**config.mk**
```make
export PLATFORM = sky130hd
export DESIGN_NAME = coa_core
export DESIGN_NICKNAME = d
export VERILOG_FILES = /design/src/rtl/coa_pkg.sv /design/src/rtl/coa_core.sv
export SDC_FILE = /design/constraint.sdc
export NUM_CORES = 1
export LEC_CHECK = 0
export BUFFER_PORTS_ARGS = -buffer_cell sky130_fd_sc_hd__buf_2
export CAP_MARGIN = 20
export CORE_AREA = 2 2 189 154
export CTS_CLUSTER_SIZE = 25
export DETAILED_ROUTE_END_ITERATION = 12
export DIE_AREA = 0 0 191 156
export SYNTH_ARGS = -nofsm -noshare
export SYNTH_HDL_FRONTEND = slang
export SYNTH_SLANG_ARGS = --single-unit
```
**constraint.sdc**
```tcl
create_clock -name clock -period 14.2 [get_ports clock]
set_clock_uncertainty 0.1 [all_clocks]
set_input_delay 2.84 -clock clock [delete_from_list [all_inputs] [get_ports clock]]
set_output_delay 2.84 -clock clock [all_outputs]
set_load 0.02 [all_outputs]
```
**src/rtl/coa_pkg.sv**
```systemverilog
/*
 * coa_pkg: shared constants and types of the operand addressing core.
 * Assumes a 16-bit address space and an 8-bit memory bus on one clock.
 */
package coa_pkg;

    // ************************************************************
    // instruction set shape
    // ************************************************************
    localparam int COA_NUM_INSTRUCTIONS = 62;
    localparam int COA_NUM_MODES        = 8;

    // ************************************************************
    // opcode layout: upper nibble mode, lower nibble operation
    // ************************************************************
    localparam int COA_MODE_MSB = 7;
    localparam int COA_MODE_LSB = 4;
    localparam int COA_OP_MSB   = 3;

    localparam logic [3:0] MODE_INH = 4'h0;
    localparam logic [3:0] MODE_REL = 4'h1;
    localparam logic [3:0] MODE_IMM = 4'h2;
    localparam logic [3:0] MODE_DIR = 4'h3;
    localparam logic [3:0] MODE_EXT = 4'h4;
    localparam logic [3:0] MODE_IX  = 4'h5;
    localparam logic [3:0] MODE_IX1 = 4'h6;
    localparam logic [3:0] MODE_IX2 = 4'h7;

    // register/memory operations
    localparam logic [3:0] OP_ADD          = 4'h0;
    localparam logic [3:0] OP_ADC          = 4'h1;
    localparam logic [3:0] OP_SUB          = 4'h2;
    localparam logic [3:0] OP_MINUS_BORROW = 4'h3;
    localparam logic [3:0] OP_AND          = 4'h4;
    localparam logic [3:0] OP_BIT          = 4'h5;
    localparam logic [3:0] OP_CMP          = 4'h6;
    localparam logic [3:0] OP_CPX          = 4'h7;
    localparam logic [3:0] OP_XOR_ACC      = 4'h8;
    localparam logic [3:0] OP_OR_ACC       = 4'h9;
    localparam logic [3:0] OP_LOAD_ACC     = 4'hA;
    localparam logic [3:0] OP_LOAD_IDX     = 4'hB;
    localparam logic [3:0] OP_WRITE_ACC    = 4'hC;
    localparam logic [3:0] OP_WRITE_IDX    = 4'hD;

    // inherent operations
    localparam logic [3:0] INH_NOP       = 4'h0;
    localparam logic [3:0] INH_SET_CARRY = 4'h1;
    localparam logic [3:0] INH_CLR_CARRY = 4'h2;
    localparam logic [3:0] INH_INC_ACC   = 4'h3;
    localparam logic [3:0] INH_PRODUCT   = 4'h4;

    // branch conditions
    localparam logic [3:0] BR_ALWAYS = 4'h0;
    localparam logic [3:0] BR_NEVER  = 4'h1;
    localparam logic [3:0] BR_CC     = 4'h2;
    localparam logic [3:0] BR_CS     = 4'h3;
    localparam logic [3:0] BR_NE     = 4'h4;
    localparam logic [3:0] BR_EQ     = 4'h5;
    localparam logic [3:0] BR_PL     = 4'h6;
    localparam logic [3:0] BR_MI     = 4'h7;

    // ************************************************************
    // reset values and fixed address parts
    // ************************************************************
    localparam logic [15:0] COA_PC_RESET   = 16'h0000;
    localparam logic [7:0]  COA_PAGE0_HIGH = 8'h00;
    localparam logic [15:0] COA_IX1_LAST   = 16'h01FE;

    // ************************************************************
    // types
    // ************************************************************
    typedef enum logic [2:0] {
        ST_FETCH  = 3'h0,
        ST_OPCODE = 3'h1,
        ST_BYTE1  = 3'h3,
        ST_BYTE2  = 3'h2,
        ST_EXEC   = 3'h6,
        ST_WRITE  = 3'h7
    } coa_state_t;

    typedef struct packed {
        logic        rd;
        logic        wr;
        logic [15:0] addr;
        logic [7:0]  wdata;
    } coa_mem_req_t;

    typedef struct packed {
        logic n;
        logic z;
        logic c;
    } coa_flags_t;

    typedef struct packed {
        logic [7:0] res;
        coa_flags_t flags;
        logic       wr_acc;
        logic       wr_idx;
    } coa_alu_t;

endpackage

```
**src/rtl/coa_core.sv**
```systemverilog
/*
 * coa_core: instruction fetch, addressing mode decode, effective address
 * forming, branch resolution and register/memory execution of an 8-bit core.
 * Assumes a memory whose read data answers combinationally to the address
 * held on mem_req during the cycle that mem_req.rd is high.
 */
// Functional notes
// - The core decodes a 62-instruction set family using eight addressing modes.
// - Unsigned multiply puts the high product byte in the index and the low in the accumulator.
// - Inherent instructions are one byte long and form no operand address.
// - Inherent instructions may act on core registers alone, e.g. setting carry or incrementing.
// - Immediate instructions are two bytes and use the second byte directly as data.
// - Direct instructions are two bytes with the high address byte forced to zero.
// - Extended instructions are three bytes giving the address high byte then low byte.
// - Indexed without offset is one byte with address zero high byte and index low byte.
// - Indexed with 8-bit offset is two bytes, address is the unsigned index plus offset.
// - Indexed with 16-bit offset is three bytes, index added to a high-then-low offset.
// - Relative addressing serves branches only, taken branches add the signed offset.
// - The branch offset is two's complement, reaching -128 to +127 from the next instruction.
// - Register/memory instructions pair the accumulator or index with a memory operand.
// - The register/memory group holds adds, and, bit test, compares, xor, loads, stores, or, subtracts.
`timescale 1ns/1ps
module coa_core
    import coa_pkg::*;
(
    // clock and reset
    input  wire logic         clock,
    input  wire logic         reset_n,
    // memory bus
    output coa_mem_req_t      mem_req,
    input  wire logic [7:0]   mem_rdata,
    // core state
    output logic [7:0]        acc,
    output logic [7:0]        index,
    output logic [15:0]       pc,
    output coa_flags_t        flags,
    // status
    output logic              illegal_opcode,
    output logic              instr_done
);

    // ************************************************************
    // functions
    // ************************************************************
    function automatic logic is_store(input logic [3:0] op);
        return (op == OP_WRITE_ACC) || (op == OP_WRITE_IDX);
    endfunction

    // operand access: store writes the register, others read memory
    function automatic coa_mem_req_t access(input logic [15:0] ea, input logic [3:0] op,
                                            input logic [7:0] a, input logic [7:0] x);
        coa_mem_req_t r;
        r.rd    = !is_store(op);
        r.wr    = is_store(op);
        r.addr  = ea;
        r.wdata = (op == OP_WRITE_ACC) ? a : ((op == OP_WRITE_IDX) ? x : 8'h00);
        return r;
    endfunction

    function automatic coa_alu_t alu_op(input logic [3:0] op, input logic [7:0] a,
                                        input logic [7:0] x, input logic [7:0] m,
                                        input coa_flags_t f);
        coa_alu_t   r;
        logic [8:0] s;
        logic       arith;
        s     = {1'b0, a};
        arith = 1'b0;
        case (op)
            OP_ADD: begin
                s     = {1'b0, a} + {1'b0, m};
                arith = 1'b1;
            end
            OP_ADC: begin
                s     = {1'b0, a} + {1'b0, m} + {8'h00, f.c};
                arith = 1'b1;
            end
            OP_SUB, OP_CMP: begin
                s     = {1'b0, a} - {1'b0, m};
                arith = 1'b1;
            end
            OP_MINUS_BORROW: begin
                s     = {1'b0, a} - {1'b0, m} - {8'h00, f.c};
                arith = 1'b1;
            end
            OP_CPX: begin
                s     = {1'b0, x} - {1'b0, m};
                arith = 1'b1;
            end
            OP_AND, OP_BIT: s = {1'b0, a & m};
            OP_XOR_ACC: s = {1'b0, a ^ m};
            OP_OR_ACC: s = {1'b0, a | m};
            OP_LOAD_ACC, OP_LOAD_IDX: s = {1'b0, m};
            OP_WRITE_IDX: s = {1'b0, x};
            default: s = {1'b0, a};
        endcase
        r.res     = s[7:0];
        r.flags.n = s[7];
        r.flags.z = (s[7:0] == 8'h00);
        r.flags.c = arith ? s[8] : f.c;
        r.wr_acc  = (op == OP_ADD) || (op == OP_ADC) || (op == OP_SUB) ||
                    (op == OP_MINUS_BORROW) || (op == OP_AND) || (op == OP_XOR_ACC) ||
                    (op == OP_OR_ACC) || (op == OP_LOAD_ACC);
        r.wr_idx  = (op == OP_LOAD_IDX);
        return r;
    endfunction

    // ************************************************************
    // registers and next values
    // ************************************************************
    coa_state_t   state;
    coa_state_t   next_state;
    logic [3:0]   mode_q;
    logic [3:0]   next_mode;
    logic [3:0]   op_q;
    logic [3:0]   next_op;
    logic [7:0]   b1;
    logic [7:0]   next_b1;
    logic [15:0]  next_pc;
    logic [7:0]   next_acc;
    logic [7:0]   next_index;
    coa_flags_t   next_flags;
    coa_mem_req_t next_mem;
    logic         next_illegal;
    logic         next_done;

    // ************************************************************
    // decode and address forming
    // ************************************************************
    wire logic [3:0]  in_mode = mem_rdata[COA_MODE_MSB:COA_MODE_LSB];
    wire logic [3:0]  in_op   = mem_rdata[COA_OP_MSB:0];

    // only the eight modes and their operation ranges are legal
    wire logic        in_legal =
        (in_mode == MODE_INH) ? (in_op <= INH_PRODUCT) :
        (in_mode == MODE_REL) ? (in_op <= BR_MI) :
        (in_mode == MODE_IMM) ? (in_op <= OP_LOAD_IDX) :
        (in_mode <= MODE_IX2) ? (in_op <= OP_WRITE_IDX) : 1'b0;

    wire logic        branch_taken =
        (op_q == BR_ALWAYS) ? 1'b1 : (op_q == BR_NEVER) ? 1'b0 :
        (op_q == BR_CC) ? !flags.c : (op_q == BR_CS) ? flags.c :
        (op_q == BR_NE) ? !flags.z : (op_q == BR_EQ) ? flags.z :
        (op_q == BR_PL) ? !flags.n : flags.n;

    // sign-extended offset from the address after the branch
    wire logic [15:0] rel_target = pc + {{8{mem_rdata[7]}}, mem_rdata};
    wire logic [15:0] dir_ea     = {COA_PAGE0_HIGH, mem_rdata};
    // index as low byte on page zero
    wire logic [15:0] ix_ea      = {COA_PAGE0_HIGH, index};
    // unsigned 9-bit sum reaches at most 16'h01FE
    wire logic [8:0]  ix1_sum    = {1'b0, index} + {1'b0, mem_rdata};
    wire logic [15:0] ix1_ea     = {7'h00, ix1_sum};
    wire logic [15:0] ext_ea     = {b1, mem_rdata};
    // index plus 16-bit offset, carry out dropped on purpose
    wire logic [15:0] ix2_ea     = ext_ea + {8'h00, index};
    wire logic [15:0] product    = {8'h00, acc} * {8'h00, index};
    wire coa_alu_t    alu_r      = alu_op(op_q, acc, index, mem_rdata, flags);
    wire logic [7:0]  inc_acc    = acc + 8'h01;

    // ************************************************************
    // sequencer
    // ************************************************************
    always_comb begin
        next_state   = state;
        next_pc      = pc;
        next_acc     = acc;
        next_index   = index;
        next_flags   = flags;
        next_mode    = mode_q;
        next_op      = op_q;
        next_b1      = b1;
        next_mem     = mem_req;
        next_mem.rd  = 1'b0;
        next_mem.wr  = 1'b0;
        next_illegal = 1'b0;
        next_done    = 1'b0;
        case (state)
            ST_FETCH: begin
                next_mem.rd   = 1'b1;
                next_mem.addr = pc;
                next_pc       = pc + 16'h0001;
                next_state    = ST_OPCODE;
            end
            ST_OPCODE: begin
                next_mode = in_mode;
                next_op   = in_op;
                if (!in_legal) begin
                    // unknown opcodes retire as one-byte no-ops so fetch never stalls
                    next_illegal = 1'b1;
                    next_done    = 1'b1;
                    next_state   = ST_FETCH;
                end else if (in_mode == MODE_INH) begin
                    // one byte, registers only, no operand fetch
                    next_done  = 1'b1;
                    next_state = ST_FETCH;
                    case (in_op)
                        INH_SET_CARRY: next_flags.c = 1'b1;
                        INH_CLR_CARRY: next_flags.c = 1'b0;
                        INH_INC_ACC: begin
                            next_acc     = inc_acc;
                            next_flags.n = inc_acc[7];
                            next_flags.z = (inc_acc == 8'h00);
                        end
                        INH_PRODUCT: begin
                            // high byte to index, low byte to accumulator
                            next_index   = product[15:8];
                            next_acc     = product[7:0];
                            next_flags.c = 1'b0;
                        end
                        default: next_done = 1'b1;
                    endcase
                end else if (in_mode == MODE_IX) begin
                    // operand access straight after the opcode
                    next_mem   = access(ix_ea, in_op, acc, index);
                    next_state = is_store(in_op) ? ST_WRITE : ST_EXEC;
                end else begin
                    next_mem.rd   = 1'b1;
                    next_mem.addr = pc;
                    next_pc       = pc + 16'h0001;
                    next_state    = ST_BYTE1;
                end
            end
            ST_BYTE1: begin
                next_b1 = mem_rdata;
                case (mode_q)
                    MODE_REL: begin
                        // taken branch adds offset, else fall through
                        if (branch_taken) begin
                            next_pc = rel_target;
                        end
                        next_done  = 1'b1;
                        next_state = ST_FETCH;
                    end
                    MODE_IMM: begin
                        // literal byte used directly, no address formed
                        next_acc   = alu_r.wr_acc ? alu_r.res : acc;
                        next_index = alu_r.wr_idx ? alu_r.res : index;
                        next_flags = alu_r.flags;
                        next_done  = 1'b1;
                        next_state = ST_FETCH;
                    end
                    MODE_DIR: begin
                        next_mem   = access(dir_ea, op_q, acc, index);
                        next_state = is_store(op_q) ? ST_WRITE : ST_EXEC;
                    end
                    MODE_IX1: begin
                        next_mem   = access(ix1_ea, op_q, acc, index);
                        next_state = is_store(op_q) ? ST_WRITE : ST_EXEC;
                    end
                    default: begin
                        next_mem.rd   = 1'b1;
                        next_mem.addr = pc;
                        next_pc       = pc + 16'h0001;
                        next_state    = ST_BYTE2;
                    end
                endcase
            end
            ST_BYTE2: begin
                next_mem   = access((mode_q == MODE_EXT) ? ext_ea : ix2_ea, op_q, acc, index);
                next_state = is_store(op_q) ? ST_WRITE : ST_EXEC;
            end
            ST_EXEC: begin
                // memory byte meets accumulator or index
                next_acc   = alu_r.wr_acc ? alu_r.res : acc;
                next_index = alu_r.wr_idx ? alu_r.res : index;
                next_flags = alu_r.flags;
                next_done  = 1'b1;
                next_state = ST_FETCH;
            end
            ST_WRITE: begin
                // stores leave n and z describing the stored byte
                next_flags = alu_r.flags;
                next_done  = 1'b1;
                next_state = ST_FETCH;
            end
            default: next_state = ST_FETCH;
        endcase
    end

    always_ff @(posedge clock) begin
        if (!reset_n) begin
            state          <= ST_FETCH;
            pc             <= COA_PC_RESET;
            acc            <= 8'h00;
            index          <= 8'h00;
            flags          <= '0;
            mode_q         <= MODE_INH;
            op_q           <= INH_NOP;
            b1             <= 8'h00;
            mem_req        <= '0;
            illegal_opcode <= 1'b0;
            instr_done     <= 1'b0;
        end else begin
            state          <= next_state;
            pc             <= next_pc;
            acc            <= next_acc;
            index          <= next_index;
            flags          <= next_flags;
            mode_q         <= next_mode;
            op_q           <= next_op;
            b1             <= next_b1;
            mem_req        <= next_mem;
            illegal_opcode <= next_illegal;
            instr_done     <= next_done;
        end
    end
endmodule // coa_core

```
==> impl_metrics.py <==
metrics = {
    "timing": {
        "slew_violations": 0,
        "final.setup.tns_ns": 0,
        "final_hold_violation_count": 0,
        "grt_setup_unrepaired": "no",
        "pnr_worst_setup_slack_ns": 8.325,
        "slew-limit-headroom": 0.2453,
        "fin_worst_hold_slack_ns": 0.3608,
        "timing_worst_slew_pin_value_ns": 1.120,
        "layout_min_cycle_time_ns": 5.875,
        "report.final.setup_viol": 0,
        "final.period_utilization": 0.4137,
        "timing.fmax_mhz": 170.2,
    },
    "setup_path": {
        "critical_path_class": "primary input to flip-flop",
        "critical_path.reg2reg.startpoint": "index[2]",
        "biggest_fanout_along_the_worst_timing_path": 15,
        "register_to_register_path_setup_slack_ns": 8.76,
        "critPathCaptureType": "flip-flop",
        "r2r.worst_path.cells": 19,
        "timing.critical_path.depth": 12,
        "crit_path_cells": "buf_2, inv_1, ha_1, a21o_1, o21a_1, nor4_2, nand3_1, xnor2_1, nand2_1, o221ai_1, or4_1, o31ai_2",
        "crit_reg_reg_endpoint": "index[6]",
        "critPathArrivalTime_ns": 6.06,
        "cp_num_buf_inv": 2,
        "worstSetupStartpointType": "primary input",
        "slowest_stage": "sky130_fd_sc_hd__or4_1",
        "category_of_cells_accounting_for_the_largest_share_of_critical_path_delay": "simple AND/OR/NAND/NOR gates",
        "critical_path_required_ns": 14.39,
        "cpPeakStageDelay_ns": 0.59,
    },
    "cts": {
        "ctsResizeCount": 0,
        "clk_path_buf_depth": 2,
        "tritoncts": "yes",
        "clock_insertion_delay_worst_skew_ns": 0.37,
        "cts.repair_timing.setup_buffer_count": 0,
        "h-tree-depth": 3,
        "cts-root-buf": "sky130_fd_sc_hd__clkbuf_16",
        "cts-buffers-inserted": 9,
        "clk_transition_reported_paths_ns": 0.07,
        "cts_sinks": 82,
        "postCtsHoldBufs": 0,
    },
    "logic_synthesis": {
        "yosysWarningCount": 0,
        "post_synth_instance_area_sq_um": 10220,
        "asyncSetResetFlopFracSynth": 0,
        "post_synth_edffs": 0,
        "distinct_cells_synth": 79,
        "synthesis.nets": 1506,
        "synth_seq_cells": 82,
        "yosysSeqAreaShare": 0.1606,
        "ys.flop_type": "sky130_fd_sc_hd__dfxtp_1",
        "post_synth_inst_count": 1358,
        "postSynthAreaPerCell_sq_um": 7.528,
    },
    "floorplan": {
        "die_area_sq_um": 29800,
        "core-area_sq_um": 27870,
        "placementRows": 55,
        "floorplan.io_pins": 73,
        "floorplan.initialDensity": 0.3668,
        "die_width_um": 191,
        "fp.dieH_um": 156,
    },
    "place": {
        "port_buffers": 72,
        "detailedPlace.worstSlack_ns": 7.995,
        "place_inst": 1735,
        "finalWeightedCongestion": 0.9302,
        "dp_hpwl_um": 27780,
        "cell_area_after_placement_sq_um": 10840,
    },
    "layout": {
        "post_route_cells_drive_above_1_share": 0.1065,
        "antenna_cells_inserted": 0,
        "finish.cell_count_without_fillers": 1750,
        "layout_common_cells": "sky130_fd_sc_hd__nand2_1, sky130_fd_sc_hd__inv_1, sky130_fd_sc_hd__nor2_1, sky130_fd_sc_hd__ha_1, sky130_fd_sc_hd__a21oi_1",
        "final_core_util": 0.3999,
        "most_frequent_standard_cell_in_the_layout_excluding_fill_and_tap_cells": "sky130_fd_sc_hd__nand2_1",
        "final_net_count": 1524,
        "ff_latch_area_sq_um": 1642,
        "area_of_combinational_cells_with_multiple_inputs_sq_um": 7792,
        "syn_to_final_growth_pct": 9.020,
        "fill_cells": 2953,
        "finalInstanceArea_sq_um": 11150,
    },
    "global_routing": {
        "globalRoute.totalOverflow": 0,
        "wire_length_of_the_first_global_routing_pass_um": 55990,
        "grt_start_max_net_pins": 87,
        "grt_util_all_layers": 0.2456,
        "initial_antenna_violation_count": 0,
        "grt_pass1_vias": 9298,
    },
    "status": {
        "outcome": "complete, no violations",
    },
    "route": {
        "dr_total_vias": 10210,
        "drt-initial-drc-count": 1091,
        "routed_wire_length_per_instance_um": 20.96,
        "vias_per_cell": 5.833,
        "detailedRoute.firstPassIterationCount": 6,
        "detail-route-antenna-nets": 0,
        "final_wirelength_um": 36680,
        "drc_errors": 0,
    },
    "run": {
        "maxCapViolCount": 0,
    },
    "power_and_ir_drop": {
        "p_per_area_nw_per_um2": 95.63,
        "power.leakage_nw": 4.941,
        "vdd_ir_drop_max_v": 0.00005873,
        "post-layout-total-power_mw": 1.066,
    },
    "hold_path": {
        "holdCritStartpoint": "mem_req[12]",
        "hold_path_end": "mem_req[12]",
        "min_path_type": "flip-flop to flip-flop",
        "min_delay_path_depth": 2,
    },
}
==> worst reg2reg max path, stage by stage, from the launching register on <==
cell and delay, ns:
sky130_fd_sc_hd__dfxtp_1 0.86, sky130_fd_sc_hd__and2_1 0.24, sky130_fd_sc_hd__ha_1 0.15, sky130_fd_sc_hd__inv_1 0.06, sky130_fd_sc_hd__fa_1 0.53, sky130_fd_sc_hd__inv_1 0.04, sky130_fd_sc_hd__ha_1 0.28, sky130_fd_sc_hd__inv_1 0.06
sky130_fd_sc_hd__fa_1 0.59, sky130_fd_sc_hd__inv_1 0.06, sky130_fd_sc_hd__ha_1 0.28, sky130_fd_sc_hd__a21o_1 0.20, sky130_fd_sc_hd__a21o_1 0.22, sky130_fd_sc_hd__a2111oi_0 0.72, sky130_fd_sc_hd__o311a_1 0.32, sky130_fd_sc_hd__o21bai_1 0.08
sky130_fd_sc_hd__a21oi_1 0.18, sky130_fd_sc_hd__xnor2_1 0.14, sky130_fd_sc_hd__nand2_1 0.10, sky130_fd_sc_hd__a31oi_1 0.17
==> worst max-delay path by stage <==
stage | start | end | slack (ns)
floorplan | mem_rdata[3] | flags[1] | 8.48
global placement | mem_rdata[0] | flags[2] | 8.02
detailed placement | mem_rdata[0] | flags[2] | 7.99
CTS | mem_rdata[0] | flags[2] | 8.38
global route | mem_rdata[3] | flags[1] | 8.09
finish | mem_rdata[3] | flags[1] | 8.33
==> power by group <==
| group | internal, mW | total (mW) | switching, mW |
|---|---|---|---|
| sequential | 0.260 | 0.303 | 0.0435 |
| clock | 0.142 | 0.252 | 0.110 |
| combinational | 0.173 | 0.511 | 0.338 |
| total | 0.574 | 1.07 | 0.492 |
==> cells in the mapped netlist, types with 27 or more instances <==
master	count	area [sq um]
sky130_fd_sc_hd__a21oi_1	93	465.5
sky130_fd_sc_hd__a31oi_1	27	168.9
sky130_fd_sc_hd__and2_1	54	337.8
sky130_fd_sc_hd__clkbuf_1	59	221.5
sky130_fd_sc_hd__dfxtp_1	82	1642
sky130_fd_sc_hd__fa_1	41	820.8
sky130_fd_sc_hd__ha_1	97	1214
sky130_fd_sc_hd__inv_1	100	375.4
sky130_fd_sc_hd__nand2_1	132	495.5
sky130_fd_sc_hd__nand3_1	31	155.2
sky130_fd_sc_hd__nor2_1	100	375.4
sky130_fd_sc_hd__o21ai_0	71	355.3
sky130_fd_sc_hd__xnor2_1	42	367.9
sky130_fd_sc_hd__xor2_1	28	245.2
==> state kept, by name, indices dropped and copies added, names as in the netlist <==
register	flops
state	3
mem_req	26
instr_done	1
pc	16
illegal_opcode	1
flags	3
mode_q	4
b1	8
index	8
op_q	4
acc	8
==> logic make-up (layout without fill, tap and decap cells) <==
family | count (synthesis) | after routing | synth area share
buf+inv | 196 | 218 | 0.07869
simple gates | 454 | 454 | 0.2196
compound gates | 412 | 412 | 0.2763
flops | 82 | 82 | 0.1606
mux | 6 | 6 | 0.005875
xor+xnor | 70 | 70 | 0.05997
fa+ha+maj | 138 | 138 | 0.1990
==> routing by layer <==
metal,share of wire,global-route usage
met1,0.48,0.3677
met2,0.40,0.3489
met3,0.096,0.05893
met4,0.018,0.05722
met5,0,0
==> cell type report <==
cell class / count / share of cell area
Clock buffer: 10 / 0.02144
Clock inverter: 5 / 0.005725
Inverter: 106 / 0.03570
Multi-Input combinational cell: 1080 / 0.6991
Sequential cell: 82 / 0.1473
Tap cell: 370 / 0.04154
Timing Repair Buffer: 97 / 0.04917
Power figures use the tool's default switching activity.
